`config.mk`:
```
export PLATFORM = sky130hd
export DESIGN_NAME = ccmm_device_flat
export DESIGN_NICKNAME = d
export VERILOG_FILES = /design/src/core/ccmm_pkg.sv /design/src/core/ccmm_link_if.sv /design/src/core/ccmm_device.sv /design/src/flat_wrapper.sv
export SDC_FILE = /design/constraint.sdc
export NUM_CORES = 1
export LEC_CHECK = 0
export BUFFER_PORTS_ARGS = -buffer_cell sky130_fd_sc_hd__buf_2
export CORE_UTILIZATION = 65
export DETAILED_ROUTE_END_ITERATION = 10
export PLACE_DENSITY = 0.81
export SLEW_MARGIN = 20
export SYNTH_ARGS = -nofsm -noshare
export SYNTH_HDL_FRONTEND = slang
export SYNTH_SLANG_ARGS = --single-unit
export TNS_END_PERCENT = 20
```
`constraint.sdc`:
```
create_clock -name mclk -period 5.75 [get_ports mclk]
set_input_delay 1.15 -clock mclk [delete_from_list [all_inputs] [get_ports mclk]]
set_output_delay 1.15 -clock mclk [all_outputs]
set_load 0.005 [all_outputs]
```
`src/core/ccmm_pkg.sv`:
```
package ccmm_pkg;
  localparam int WORD_W = 16;
  localparam int CTRL_BIT = 15;
  localparam int RDBK_BIT = 14;
  localparam int ADDR_LO = 11;
  localparam int SEL_LO = 8;
  localparam logic [2:0] ADDR_SELF = 3'h0;
  localparam logic [2:0] ADDR_WRAP = 3'h7;
  localparam logic [2:0] SEL_CRA = 3'h0;
  localparam logic [2:0] SEL_CRB = 3'h1;
  localparam logic [2:0] SEL_CRC = 3'h2;
  // Control register A fields
  localparam int CRA_PROGRAM_OR_DATA_SELECT = 0;
  localparam int CRA_MM = 1;
  localparam int CRA_DC_LO = 4;
  // Control register B fields
  localparam int CRB_SCDIV_LO = 0;
  localparam int CRB_RATE_LO = 2;
  localparam int CRB_MCDIV_LO = 4;
  // Control register C field
  localparam int CRC_PWR = 0;
  localparam logic [7:0] CR_RESET = 8'h00;
  // Serial clock half period in mclk cycles at the fastest setting
  localparam logic [15:0] SCLK_HALF_BASE = 16'h0008;
  // Sample period in serial clock periods at the fastest rate setting
  localparam logic [8:0] SAMPLE_BASE = 9'h020;
  localparam logic [4:0] BITS_PER_WORD = 5'h10;
  localparam logic [3:0] BITS_AFTER_MSB = 4'hf;
  // Host command port map
  localparam logic [1:0] HOST_TX = 2'h0;
  localparam logic [1:0] HOST_RX = 2'h1;
  localparam logic [1:0] HOST_STAT = 2'h2;
  localparam logic [1:0] HOST_CTRL = 2'h3;
  localparam int STAT_RX_VALID = 0;
  localparam int STAT_TX_FULL = 1;
  localparam int STAT_TX_BUSY = 2;
  localparam int STAT_RX_OVR = 3;
  localparam int CTRL_LOOPBACK = 0;
  typedef enum logic [2:0] {
    CCMM_TX_IDLE = 3'h1,
    CCMM_TX_SYNC = 3'h2,
    CCMM_TX_BITS = 3'h4
  } ccmm_tx_e;
endpackage : ccmm_pkg

```
`src/core/ccmm_link_if.sv`:
```
`timescale 1ns/10ps
interface ccmm_link_if;
  logic serial_clock;
  logic serial_in_frame_sync;
  logic serial_in_data;
  logic serial_out_frame_sync;
  logic serial_data_output;
  modport dev_mp (
    output serial_clock,
    input serial_in_frame_sync,
    input serial_in_data,
    output serial_out_frame_sync,
    output serial_data_output
  );
  modport host_mp (
    input serial_clock,
    output serial_in_frame_sync,
    output serial_in_data,
    input serial_out_frame_sync,
    input serial_data_output
  );
endinterface : ccmm_link_if

```
`src/core/ccmm_device.sv`:
```
// Added by the designer: the strobed register port and the placing of the registers.
`timescale 1ns/10ps
module ccmm_device (
  input wire logic mclk,
  input wire logic reset_n,
  input wire logic ce,
  ccmm_link_if.dev_mp lnk,
  input wire logic [15:0] adc_word,
  output logic [15:0] dac_word,
  output logic dac_update,
  output logic analog_on,
  output logic mixed_mode_bit,
  output logic program_or_data_select
);
  typedef struct packed {
    ccmm_pkg::ccmm_tx_e tx;
    logic [15:0] div_cnt;
    logic sclk;
    logic [8:0] per_cnt;
    logic sample_due;
    logic [15:0] tx_sh;
    logic [3:0] tx_left;
    logic out_fs;
    logic out_data;
    logic [1:0] in_fs_sync;
    logic [1:0] in_data_sync;
    logic rx_act;
    logic [15:0] rx_sh;
    logic [4:0] rx_left;
    logic [15:0] fwd_word;
    logic fwd_v;
    logic [2:0] fs_cnt;
    logic [7:0][7:0] regs;
    logic [15:0] dac;
    logic dac_stb;
  } ccmm_dev_s;

  ccmm_dev_s r;
  ccmm_dev_s n;
  logic rise;
  logic fall;
  logic prog;
  logic is_ctrl;
  logic [15:0] w;
  logic [2:0] addr;
  logic [2:0] sel;

  // Serial clock half period from the master and serial dividers
  function automatic logic [15:0] half_period(input logic [7:0] control_reg_second);
    logic [15:0] base;
    logic [1:0] shift;
    base = ccmm_pkg::SCLK_HALF_BASE * {13'h0000, control_reg_second[ccmm_pkg::CRB_MCDIV_LO +: 3]}
      + ccmm_pkg::SCLK_HALF_BASE;
    shift = 2'h3 - control_reg_second[ccmm_pkg::CRB_SCDIV_LO +: 2];
    return base << shift;
  endfunction : half_period

  // Sample period counted in serial clock periods
  function automatic logic [8:0] sample_period(input logic [7:0] control_reg_second);
    return ccmm_pkg::SAMPLE_BASE << control_reg_second[ccmm_pkg::CRB_RATE_LO +: 2];
  endfunction : sample_period

  always_comb begin
    n = r;
    rise = 1'b0;
    fall = 1'b0;
    w = {r.rx_sh[14:0], r.in_data_sync[1]};
    addr = w[ccmm_pkg::ADDR_LO +: 3];
    sel = w[ccmm_pkg::SEL_LO +: 3];
    is_ctrl = w[ccmm_pkg::CTRL_BIT];
    prog = ~r.regs[ccmm_pkg::SEL_CRA][ccmm_pkg::CRA_PROGRAM_OR_DATA_SELECT];
    n.in_fs_sync = {r.in_fs_sync[0], lnk.serial_in_frame_sync};
    n.in_data_sync = {r.in_data_sync[0], lnk.serial_in_data};
    n.dac_stb = 1'b0;
    // Every device leaves reset with identical counters, so a cascade stays in step
    if (r.div_cnt == half_period(r.regs[ccmm_pkg::SEL_CRB]) - 16'h0001) begin
      n.div_cnt = 16'h0000;
      n.sclk = ~r.sclk;
      rise = ~r.sclk;
      fall = r.sclk;
    end else begin
      n.div_cnt = r.div_cnt + 16'h0001;
    end

    if (fall) begin
      if (r.per_cnt >= sample_period(r.regs[ccmm_pkg::SEL_CRB]) - 9'h001) begin
        n.per_cnt = 9'h000;
        n.sample_due = 1'b1;
      end else begin
        n.per_cnt = r.per_cnt + 9'h001;
      end
      n.out_fs = 1'b0;
      unique case (r.tx)
        ccmm_pkg::CCMM_TX_IDLE: begin
        end
        ccmm_pkg::CCMM_TX_SYNC: begin
          n.out_data = r.tx_sh[15];
          n.tx_sh = {r.tx_sh[14:0], 1'b0};
          n.tx_left = ccmm_pkg::BITS_AFTER_MSB;
          n.tx = ccmm_pkg::CCMM_TX_BITS;
        end
        ccmm_pkg::CCMM_TX_BITS: begin
          if (r.tx_left != 4'h0) begin
            n.out_data = r.tx_sh[15];
            n.tx_sh = {r.tx_sh[14:0], 1'b0};
            n.tx_left = r.tx_left - 4'h1;
          end else begin
            n.tx = ccmm_pkg::CCMM_TX_IDLE;
            n.out_data = 1'b0;
          end
        end
      endcase
      // A new frame may start on the fall that ends the previous one: no gap
      if (n.tx == ccmm_pkg::CCMM_TX_IDLE) begin
        if (n.sample_due) begin
          n.sample_due = 1'b0;
          // Converter is unpowered until register C enables it
          n.tx_sh = r.regs[ccmm_pkg::SEL_CRC][ccmm_pkg::CRC_PWR] ? adc_word : 16'h0000;
          n.out_fs = 1'b1;
          n.out_data = 1'b0;
          n.tx = ccmm_pkg::CCMM_TX_SYNC;
        end else if (r.fwd_v) begin
          n.fwd_v = 1'b0;
          n.tx_sh = r.fwd_word;
          n.out_fs = 1'b1;
          n.out_data = 1'b0;
          n.tx = ccmm_pkg::CCMM_TX_SYNC;
        end
      end
    end

    if (rise) begin
      if (r.rx_act) begin
        n.rx_sh = w;
        n.rx_left = r.rx_left - 5'h01;
        if (r.rx_left == 5'h01) begin
          n.rx_act = 1'b0;
          if (is_ctrl) begin
            if (addr == ccmm_pkg::ADDR_SELF) begin
              if (w[ccmm_pkg::RDBK_BIT]) begin
                // Readback leaves already one hop down, so address starts wrapped
                n.fwd_word = {w[15:14], ccmm_pkg::ADDR_WRAP, sel, r.regs[sel]};
                n.fwd_v = 1'b1;
              end else begin
                n.regs[sel] = w[7:0];
              end
            end else begin
              n.fwd_word = {w[15:14], addr - 3'h1, w[10:0]};
              n.fwd_v = 1'b1;
            end
          end else if (!prog) begin
            // Upstream sample words count too: they ride the same frame syncs
            if (r.fs_cnt == r.regs[ccmm_pkg::SEL_CRA][ccmm_pkg::CRA_DC_LO +: 3]) begin
              n.dac = w;
              n.dac_stb = 1'b1;
              n.fs_cnt = 3'h0;
            end else begin
              n.fs_cnt = r.fs_cnt + 3'h1;
              n.fwd_word = w;
              n.fwd_v = 1'b1;
            end
          end else begin
            n.fwd_word = w;
            n.fwd_v = 1'b1;
          end
        end
      end else if (r.in_fs_sync[1]) begin
        n.rx_act = 1'b1;
        n.rx_left = ccmm_pkg::BITS_PER_WORD;
      end
    end
  end

  always_ff @(posedge mclk) begin
    if (!reset_n) begin
      r <= '0;
      r.tx <= ccmm_pkg::CCMM_TX_IDLE;
    end else if (ce) begin
      r <= n;
    end
  end

  assign lnk.serial_clock = r.sclk;
  assign lnk.serial_out_frame_sync = r.out_fs;
  assign lnk.serial_data_output = r.out_data;
  assign dac_word = r.dac;
  assign dac_update = r.dac_stb;
  assign analog_on = r.regs[ccmm_pkg::SEL_CRC][ccmm_pkg::CRC_PWR];
  assign mixed_mode_bit = r.regs[ccmm_pkg::SEL_CRA][ccmm_pkg::CRA_MM];
  assign program_or_data_select = r.regs[ccmm_pkg::SEL_CRA][ccmm_pkg::CRA_PROGRAM_OR_DATA_SELECT];
endmodule : ccmm_device

```
`src/flat_wrapper.sv`:
```
// flat-port wrapper written by rule: the top's interface ports become plain ports
module ccmm_device_flat 
  (mclk, reset_n, ce, adc_word, dac_word, dac_update, analog_on, mixed_mode_bit, program_or_data_select, lnk_serial_clock, lnk_serial_in_frame_sync, lnk_serial_in_data, lnk_serial_out_frame_sync, lnk_serial_data_output);
  ccmm_link_if lnk_i ();
  input wire logic mclk;
  input wire logic reset_n;
  input wire logic ce;
  input wire logic [15:0] adc_word;
  output logic [15:0] dac_word;
  output logic dac_update;
  output logic analog_on;
  output logic mixed_mode_bit;
  output logic program_or_data_select;
  output wire logic [$bits(lnk_i.serial_clock)-1:0] lnk_serial_clock;
  input wire logic [$bits(lnk_i.serial_in_frame_sync)-1:0] lnk_serial_in_frame_sync;
  input wire logic [$bits(lnk_i.serial_in_data)-1:0] lnk_serial_in_data;
  output wire logic [$bits(lnk_i.serial_out_frame_sync)-1:0] lnk_serial_out_frame_sync;
  output wire logic [$bits(lnk_i.serial_data_output)-1:0] lnk_serial_data_output;
  assign lnk_serial_clock = lnk_i.serial_clock;
  assign lnk_i.serial_in_frame_sync = lnk_serial_in_frame_sync;
  assign lnk_i.serial_in_data = lnk_serial_in_data;
  assign lnk_serial_out_frame_sync = lnk_i.serial_out_frame_sync;
  assign lnk_serial_data_output = lnk_i.serial_data_output;
  ccmm_device u_core (.mclk(mclk), .reset_n(reset_n), .ce(ce), .lnk(lnk_i), .adc_word(adc_word), .dac_word(dac_word), .dac_update(dac_update), .analog_on(analog_on), .mixed_mode_bit(mixed_mode_bit), .program_or_data_select(program_or_data_select));
endmodule
```
# Word level (Yosys, flattened, before mapping)
# Cells that the tools add are included.
[word_totals]
wordCells = 122
ff_bits = 177
in_bits = 21
output_inout_bits = 23
[classes]
n_addsub = 10
muxes = 53
n_lt_le_gt_ge = 3
reduce_logical = 15
eq_ne = 9
bitwise = 3
shifts = 2
[op_table]
columns = ["op", "n"]
rows = [
  ["2-to-1 mux 85 bit", 3],
  ["2-to-1 mux 64 bit", 3],
  ["2-to-1 mux 17 bit", 8],
  ["2-to-1 mux 16 bit", 5],
  ["bitwise mux 64 bit", 1],
  ["case mux 20 bit (2 select lines)", 1],
  ["binary-select mux 8 bit (select 3 bit)", 1],
  ["demux 8 bit (select 3 bit)", 1],
  ["2-to-1 mux 3 bit", 8],
  ["2-to-1 mux 20 bit", 1],
  ["adder 16 x 1 -> 16 bit (second input constant)", 1],
  ["equality test 16 bit", 1],
  ["2-to-1 mux 8 bit", 2],
  ["left shift 16 x 2 -> 16 bit", 1],
  ["subtractor 16 x 1 -> 16 bit (second input constant)", 1],
  ["AND reduction 7 bit", 2],
  ["AND reduction 6 bit", 2],
  ["2-to-1 mux 1 bit", 11],
  ["2-to-1 mux 5 bit", 2],
  ["adder 9 x 1 -> 9 bit (second input constant)", 1],
  [">= comparator 9 bit", 1],
  ["2-to-1 mux 9 bit", 1],
  ["left shift 6 x 2 -> 9 bit (first input constant)", 1],
  ["subtractor 9 x 1 -> 9 bit (second input constant)", 1],
  ["27 further kinds", 35],
]

# Depth between registers and ports, before layout
# Gate-level depths: netlist of run 1.
[logic_depth]
word_depth = 15
depth_mapped = 16
ltp_nobuf = 13

# Least setup slack after synthesis of run 1
# OpenSTA, ideal clock, no wires.
[synth_path]
kind = "register to register"
from = "register (tool-made name)"
to = "register u_core.r, in the netlist u_core.dac_word[8]"
slack_ns = 2.197
period_less_slack_ns = 3.553
arrival_ns = 3.425
stages_incl_launch_ff = 16
t_required_ns = 5.622
path_buffers = 3
cell_sequence = "dfxtp_1 > buf_2 > buf_1 > nand2_1 > o21ai_0 > nand2_1 > ha_1 > nor3b_1 > a41oi_1 > o31ai_1 > or4_1 > a221oi_4 > nand3_4 > buf_2 > mux2i_1 > nor2_1"
[synth_rtl]
columns = ["item", "line_no", "source"]
rows = [
  ["end signal: assignment", "ccmm_device.sv:179", "r <= n;"],
  ["end: declaration", "ccmm_device.sv:38", "ccmm_dev_s r;"],
]

==> results of run 1 <==
-- synth_stat cells (6+ instances only) --
library cell  count  area, µm²
and3_1           11       68.8
nand3b_1          8       60.1
mux2i_1         109       1090
o21ai_0          69        345
dfxtp_1         177       3540
o31ai_1           6       45.0
or3_1             6       37.5
xnor2_1          11       96.3
nor3_1           15       75.1
nor4b_1           7       61.3
buf_1             8       30.0
ha_1             14        175
inv_1            34        128
a32oi_1          14        123
a221oi_1          7       61.3
buf_2            10       50.1
nand2b_1         13       81.3
clkbuf_1         58        218
buf_4            17        128
nor2_1          142        533
nand2_1          76        285
a21oi_1          53        265
a211oi_1          6       45.0
nand4_1          19        119
xor2_1           11       96.3
nor2b_1          13       81.3
nand3_1          53        265
nand3_2           6       60.1
o211ai_1         12       90.1
-- logic make-up (layout without fill, tap and decap cells) --
family                     after synthesis  after routing  share of synthesized area, %
and+or+nand+nor                        393            393                          21.2
AOI/OAI and AO/OA                      219            219                          15.8
DFF                                    177            177                          39.1
buffers and inverters                  128            118                          6.14
muxes                                  117            117                          13.5
xor gates and xnor gates                23             23                          2.30
adders and majority gates               14             14                          1.93
other                                    2              2                        0.0828
-- power groups by stage --
stage	Sequential, mW	Clock [mW]	Combinational, mW
final	1.23	1.25	0.0430
after global routing	1.23	1.31	0.0476
after CTS	1.23	1.26	0.0429
after detailed placement	1.26	0	0.0426
after global placement	1.26	0	0.0423
after floorplan	1.26	0	0.0307
-- routing by layer --
| metal | global-route usage [%] | up-vias | routed length, µm |
|---|---|---|---|
| met5 | 0 | - | 0 |
| li1 | - | 3762 | - |
| met4 | 11.9 | 0 | 493 |
| met1 | 40.9 | 3655 | 9990 |
| met2 | 46.9 | 217 | 9700 |
| met3 | 5.51 | 40 | 965 |
-- worst register-to-register path, stage by stage, from the launching register on --
cell and delay [ns]:
dfxtp_1 0.59, ha_1 0.37, nand2_1 0.08, o21ai_0 0.10, nand2_1 0.08, ha_1 0.27, nor3b_1 0.15, a41oi_1 0.19
o31ai_1 0.13, or4_1 0.62, a221oi_4 0.58, nand3_2 0.63, a211oi_1 0.43, a211oi_1 0.10
-- cell type report --
class	instances	area, µm²	area share [%]
clock buffers	19	453	4.63
clock inverters	13	190	1.94
inverters	35	133	1.35
multi-input cells	768	4970	50.8
flip-flops and latches	177	3540	36.2
well taps	176	220	2.25
repair buffers	51	278	2.84
-- worst paths after layout --
kind,slack (ns),endpoint,depth (start not counted),startpoint
worst max register to register,1.29,u_core.r[97],13,flip-flop
worst min-delay path,0.46,u_core.r[135],2,u_core.r[135]
worst min register to register,0.46,u_core.r[135],2,u_core.r[135]
worst max-delay path,1.29,u_core.r[97],13,flip-flop
==> impl_metrics.toml, run 1 <==
[global_routing]
first_global_vias = 6855
antenna_found_initial = 0
grt.overflow.total = 0
grt_max_degree = 91
grt_pass1_wl_mm = 34.5
grt_usage_pct = 30.0

[timing]
fin_crit_ns = 4.46
timing.final.crit_share_pct = 77.5
whs_ns = 0.456
skew_ns = 0.0101
finalMaxSlewViolations = 0
hold_viol_final = 0
slew_headroom_pct = 26.0
setup_slack_ns = 1.29
tns_ns = 0
rsz0062_at_grt = "false"
max_freq_ghz = 0.224
worst_pin_slew_ns = 1.10
setup_viol = 0

[final_layout]
layout_common_cells = "dfxtp_1, nor2_1, mux2i_1, nand2_1, o21ai_0"
drive_gt1_share_pct = 10.2
syn2layout_area_growth_pct = 7.90
layout.nets = 1085
final-instance-count-excl-fill = 1239
num_antenna_cells = 0
layout_commonest_cell = "dfxtp_1"
final_cell_area_mm2 = 0.00979
fin_util_pct = 72.8
num-fill-cells = 1078

[pwr]
power.switching_uw = 558
combPwrFrac_pct = 1.7
design_power_total_mw = 2.52
power_density_mw_per_mm2 = 258
clock_power_share_pct = 49.5
swShare_pct = 22.1
seq_power_share_pct = 48.8
peakVddDrop_mv = 0.279
p_leak_nw = 4.05
p_int_mw = 1.96

[synth]
seq_area_frac_synth_pct = 39.1
synth_edf_count = 0
syn-num-nets = 1108
ys.flop_type = "dfxtp_1"
synth_area_per_cell_um2 = 8.46
ys_ff_latch = 177
synthesis.area_mm2 = 0.00907
yosysWarnings = 0
async_reset_ff_share_pct = 0
synthCells = 1073
synth_cell_type_count = 75

[critical_path]
slowest_stage = "nand3_2"
critPathKind = "reg2reg"
path_buf_inv = 0
crit_family = "simple AND/OR/NAND/NOR gates"
startpoint_type = "flip-flop"
arrival_ns = 4.75
endpoint_kind = "flip-flop"
max_stage_delay_ns = 0.63
crit_path_cell_trace = "ha_1 > nand2_1 > o21ai_0 > nand2_1 > ha_1 > nor3b_1 > a41oi_1 > o31ai_1 > or4_1 > a221oi_4 > nand3_2 > a211oi_1 > a211oi_1"
cp_data_required_time_ns = 6.04
cp_max_fo = 20

[floorplanning]
die_w_um = 120
boundaryPins = 44
coreArea_mm2 = 0.0135
row_count = 42
die_height_um = 120
start_util_pct = 67.4
dieArea_mm2 = 0.0144

[place]
dp_slack_ns = 1.35
hpwl_mm = 13.9
place_inst = 1207
place_area_mm2 = 0.00915
port_buffers = 42
place.gp.congestion = 0.894

[drt]
vias = 7674
ant_nets = 0
drc = 0
drtPass1Iterations = 5
wl_per_cell_um = 17.1
drtIter0Drc = 603
postRouteWirelength_mm = 21.2
viasPerCell = 6.19

[run]
drv_cap = 0

[cts]
clock-root-buffer = "clkbuf_16"
clock_latency_ns = 0.44
hold_buffers = 0
clock-sinks = 177
cts-htree-levels = 4
cts_buffer_depth = 2
cts_setup_buffers = 0
cts_resized = 0
numCtsBuffers = 17
cts_tree = "done"
clk_transition_reported_paths_ns = 0.07

[min_path]
holdCritPathClass = "reg2reg"

[outcome]
status = "finished clean"
Power figures use the tool's default switching activity.
==> run 2: changes to the inputs <==
--- a/config.mk
+++ b/config.mk
@@ -6,9 +6,9 @@
 export NUM_CORES = 1
 export LEC_CHECK = 0
 export BUFFER_PORTS_ARGS = -buffer_cell sky130_fd_sc_hd__buf_2
-export CORE_UTILIZATION = 65
+export CORE_UTILIZATION = 56
 export DETAILED_ROUTE_END_ITERATION = 10
-export PLACE_DENSITY = 0.81
+export PLACE_DENSITY = 0.74
 export SLEW_MARGIN = 20
 export SYNTH_ARGS = -nofsm -noshare
 export SYNTH_HDL_FRONTEND = slang
==> constraint.sdc (replaced) <==
create_clock -name mclk -period 3.7 [get_ports mclk]
set_input_delay 0.74 -clock mclk [delete_from_list [all_inputs] [get_ports mclk]]
set_output_delay 0.74 -clock mclk [all_outputs]
set_load 0.005 [all_outputs]
==> run 2 against run 1 <==
  * Hold slack worse by 0.0014 ns
  * Non-clock buffer count up 20
  * First-iteration DRC count up 7.5%
  * Count of clock-buffer cells in the layout up 1
  * Total power up 48%
  * Die area up 16%
  * Critical path depth up 1
  * Cell area up 1.4%
  * Register-to-register slack worse by 1.0 ns
==> impl_metrics.toml, run 2 (same netlist as run 1, synthesis figures left out) <==
[timing]
tns_ns = 0
fin_crit_ns = 3.44
setup_viol = 0
max_freq_ghz = 0.291
finalMaxSlewViolations = 0
slew_headroom_pct = 47.5
timing.final.crit_share_pct = 92.9
rsz0062_at_grt = "false"
hold_viol_final = 0
skew_ns = 0.0129
worst_pin_slew_ns = 0.786
setup_slack_ns = 0.262

[cts]
clock_latency_ns = 0.44
clk_transition_reported_paths_ns = 0.07
cts_setup_buffers = 0
clock-root-buffer = "clkbuf_16"
cts_tree = "done"
cts_buffer_depth = 2
cts_resized = 0
clock-sinks = 177
hold_buffers = 0
numCtsBuffers = 17
cts-htree-levels = 4

[outcome]
status = "finished clean"

[drt]
wl_met1_mm = 10.2
drtPass1Iterations = 9
route.met2.wl_mm = 9.91
wl_per_cell_um = 16.5
viasPerCell = 5.92
drtIter0Drc = 648
drc = 0
ant_nets = 0
vias = 7689
wl_met3_um = 984
postRouteWirelength_mm = 21.4
top_layer_used = "met4"

[floorplanning]
dieArea_mm2 = 0.0167
die_height_um = 129
row_count = 46
coreArea_mm2 = 0.0158
boundaryPins = 44
die_w_um = 129
start_util_pct = 57.3

[final_layout]
layout.nets = 1105
register_area_mm2 = 0.00354
num_antenna_cells = 0
layout_common_cells = "dfxtp_1, nor2_1, mux2i_1, nand2_1, o21ai_0"
syn2layout_area_growth_pct = 9.46
drive_gt1_share_pct = 11.9
num-fill-cells = 1383
layout_commonest_cell = "dfxtp_1"
multi_input_area_mm2 = 0.00498

[pwr]
p_int_mw = 2.87
power_density_mw_per_mm2 = 376
combPwrFrac_pct = 1.8
power.switching_uw = 869
peakVddDrop_mv = 0.317
seq_power_share_pct = 51.2
swShare_pct = 23.2
p_leak_nw = 4.14
clock_power_share_pct = 47.0

[place]
dp_slack_ns = 0.272
hpwl_mm = 14.5
place.gp.congestion = 0.909
port_buffers = 42

[critical_path]
critPathKind = "reg2reg"
cp_data_required_time_ns = 4.00
arrival_ns = 3.74
startpoint_type = "flip-flop"
cp_max_fo = 37
endpoint_kind = "flip-flop"

[min_path]
holdCritPathClass = "reg2reg"

[run]
drv_cap = 0

[global_routing]
antenna_found_initial = 0
grt_pass1_wl_mm = 34.4
first_global_vias = 6751
grt_max_degree = 63
grt_usage_pct = 26.3
grt.overflow.total = 0
-- run 2: cell count changes in the layout (fill, tap and decap cells not counted), moves of 2 or more --
| cell | before | now |
|---|---|---|
| clkinvlp_4 | 2 | 0 |
| bufinv_16 | 3 | 0 |
| buf_4 | 9 | 29 |
| inv_6 | 3 | 6 |
-- run 2: final timing paths --
check | from | endpoint | slack, ns | depth (start not counted)
setup / recovery | flip-flop | u_core.r[177] | 0.26 | 14
hold / removal | u_core.r[138] | u_core.r[138] | 0.45 | 2
setup reg to reg | flip-flop | u_core.r[177] | 0.26 | 14
hold reg to reg | u_core.r[138] | u_core.r[138] | 0.45 | 2
-- run 2: power groups by stage --
stage	Sequential (mW)	Combinational [mW]	Clock (mW)
4_1_cts	1.91	0.0683	1.79
6_report	1.91	0.0682	1.76
5_1_grt	1.91	0.0757	1.86
2_1_floorplan	1.95	0.0477	0
3_3_place_gp	1.96	0.0674	0
3_5_place_dp	1.96	0.0678	0
-- run 2: cell type report --
| cell class | count | area share, % |
|---|---|---|
| clock buffer | 20 | 4.70 |
| timing repair buffer | 71 | 4.31 |
| inverter | 35 | 1.34 |
| clock inverter | 12 | 1.15 |
| sequential | 177 | 35.7 |
| tap | 216 | 2.72 |
| multi-input combinational | 768 | 50.1 |
-- run 2: per-layer routing --
layer	vias to the layer above	global-route usage [%]
met3	27	4.87
met4	0	8.24
li1	3798	-
met1	3670	36.3
met5	-	0
met2	194	41.5
-- run 2: metrics by stage --
step / hold slack, ns / cell area, µm² / utilization [%] / cells / power, mW
after global placement: 0.438 / 9350 / 59.1 / 1267 / 2.02
final: 0.455 / 9930 / 62.8 / 1299 / 3.74
after CTS: 0.457 / 9930 / 62.7 / 1299 / 3.77
after global routing: 0.475 / 9930 / 62.8 / 1299 / 3.85
after detailed placement: 0.446 / 9350 / 59.1 / 1267 / 2.02
after floorplan: 0.429 / 9070 / - / 1073 / 2.00
-- run 2: worst max-delay path, stage by stage (launching register included) --
cell and delay, ns:
dfxtp_1 0.32, ha_1 0.29, nand2_1 0.05, o21ai_0 0.08
nand2_1 0.08, ha_1 0.23, nor3b_1 0.15, a41oi_1 0.18
o31ai_1 0.11, or4_1 0.61, nand2_1 0.25, nand4b_1 0.18
buf_4 0.28, o311ai_0 0.38, nand2_1 0.11
==> run 3: changes to the inputs <==
--- a/config.mk
+++ b/config.mk
@@ -6,10 +6,10 @@
 export NUM_CORES = 1
 export LEC_CHECK = 0
 export BUFFER_PORTS_ARGS = -buffer_cell sky130_fd_sc_hd__buf_2
-export CORE_UTILIZATION = 56
+export CORE_MARGIN = 2
+export CORE_UTILIZATION = 62
 export DETAILED_ROUTE_END_ITERATION = 10
-export PLACE_DENSITY = 0.74
-export SLEW_MARGIN = 20
+export PLACE_DENSITY = 0.77
 export SYNTH_ARGS = -nofsm -noshare
 export SYNTH_HDL_FRONTEND = slang
 export SYNTH_SLANG_ARGS = --single-unit
==> constraint.sdc (replaced) <==
create_clock -name mclk -period 3.2 [get_ports mclk]
set_input_delay 0.64 -clock mclk [delete_from_list [all_inputs] [get_ports mclk]]
set_output_delay 0.64 -clock mclk [all_outputs]
set_load 0.005 [all_outputs]
==> run 3 against run 2 <==
  * Setup slack lost 0.24 ns
  * Via count grew 2.3%
  * Combinational power grew 17%
  * Largest cell class unchanged
==> impl_metrics.toml, run 3 (same netlist as run 1, synthesis figures left out) <==
[floorplanning]
coreArea_mm2 = 0.0144
die_w_um = 125
dieArea_mm2 = 0.0156
start_util_pct = 62.9
boundaryPins = 44
die_height_um = 125
row_count = 44

[timing]
fin_crit_ns = 3.18
setup_viol = 0
finalMaxSlewViolations = 0
slew_headroom_pct = 41.7
hold_viol_final = 0
worst_pin_slew_ns = 0.875
rsz0062_at_grt = "true"
timing.final.crit_share_pct = 99.3
max_freq_ghz = 0.315
skew_ns = 0.0125

[pwr]
power.switching_uw = 994
clock_power_share_pct = 47.5
seq_power_share_pct = 50.6
peakVddDrop_mv = 0.417
swShare_pct = 22.8
design_power_total_mw = 4.37
combPwrFrac_pct = 1.8
power_density_mw_per_mm2 = 428
p_int_mw = 3.37
p_leak_nw = 4.23

[drt]
ant_nets = 0
drtPass1Iterations = 5
viasPerCell = 6.13
postRouteWirelength_mm = 21.8
drc = 0
drtIter0Drc = 652
vias = 7868
wl_per_cell_um = 17.0

[critical_path]
endpoint_kind = "flip-flop"
slowest_stage = "or4_4"
cp_data_required_time_ns = 3.51
max_stage_delay_ns = 0.46
startpoint_type = "flip-flop"
cp_max_fo = 16
r2r_slack_ns = 0.02
critPathKind = "reg2reg"
arrival_ns = 3.49
reg2regPathDepth = 15
r2r-end = "u_core.dac_word[3]"
path_buf_inv = 2
crit_family = "simple AND/OR/NAND/NOR gates"
crit_path_cell_trace = "ha_4 > nand2_1 > o21ai_1 > nand2_1 > ha_4 > nor3b_4 > a41oi_2 > o31ai_4 > or4_4 > a221oi_4 > buf_12 > nand3_4 > buf_12 > mux2i_2 > nor2_1"

[cts]
cts-htree-levels = 4
cts_buffer_depth = 2
clock-root-buffer = "clkbuf_16"
numCtsBuffers = 17
clock_latency_ns = 0.43
cts_tree = "done"
clock-sinks = 177
clk_transition_reported_paths_ns = 0.07

[global_routing]
grt_pass1_wl_mm = 35.7
grt_usage_pct = 27.5
first_global_vias = 7202
antenna_found_initial = 0
grt.overflow.total = 0
grt_max_degree = 91

[min_path]
whs_path_depth = 3
holdCritStartpoint = "lnk_serial_in_data"
hold_end = "u_core.n[124]"
holdCritPathClass = "in2reg"

[final_layout]
fin_util_pct = 70.8
layout.nets = 1121
final-instance-count-excl-fill = 1283
drive_gt1_share_pct = 14.5
syn2layout_area_growth_pct = 12.5
num_antenna_cells = 0
layout_commonest_cell = "dfxtp_1"
layout_common_cells = "dfxtp_1, nor2_1, mux2i_1, nand2_1, o21ai_0"

[place]
place_inst = 1246
hpwl_mm = 14.6
place.gp.congestion = 0.881
port_buffers = 42

[run]
drv_cap = 0

[outcome]
status = "finished clean"
[run 3: per-layer routing]
metal  global-route usage (%)  share of wire (%)  vias up
met2                     44.6                 47      265
met3                     4.62                5.5       47
met4                     9.67                2.6        0
met1                     37.4                 45     3722
met5                        0                  0        -
li1                         -                  -     3834
[run 3: how the worst max path moves through the flow]
stage,from,to,depth (start not counted)
floorplan,flip-flop,u_core.r[84],15
global placement,flip-flop,flip-flop,14
detailed placement,flip-flop,u_core.dac_word[3],14
CTS,flip-flop,flip-flop,14
global route,flip-flop,u_core.r[104],11
finish,flip-flop,u_core.dac_word[3],15
[run 3: per-stage QoR]
step,hold WS (ns),instance area [µm²],setup TNS [ns],setup slack (ns)
finish,0.442,10200,0,0.0218
global route,0.441,10200,-1.33,-0.101
global placement,0.441,9460,0,0.0830
detailed placement,0.449,9460,-0.0852,-0.0411
floorplan,0.429,9100,0,0.00747
CTS,0.431,10100,-0.177,-0.0571
[run 3: final cells by class]
type | count | area, µm²
inverter | 35 | 133
clock buffer | 19 | 453
clock inverter | 13 | 141
fill | 1149 | 4220
multi-input combinational | 768 | 5090
tap | 184 | 230
timing repair buffer | 87 | 611
sequential | 177 | 3550
[run 3: what timing repair did]
action,in CTS,in global routing
resized for setup,0,20
buffers inserted,1,4
endpoints found under the setup margin,27,156
pin swaps,0,6
hold buffers,0,0
[run 3: tightest hold or removal path: cells and delay by family]
kind	cells	cell delay [ns]
mux	1	0.05
simple gates	1	0.07
buf+inv	1	0.07
[run 3: power by group through the flow]
stage / Sequential (mW) / Combinational [mW] / Clock, mW
after floorplan: 2.26 / 0.0551 / 0
after global placement: 2.26 / 0.0787 / 0
after detailed placement: 2.26 / 0.0798 / 0
after CTS: 2.21 / 0.0799 / 2.10
after global routing: 2.21 / 0.0894 / 2.19
final: 2.21 / 0.0801 / 2.08
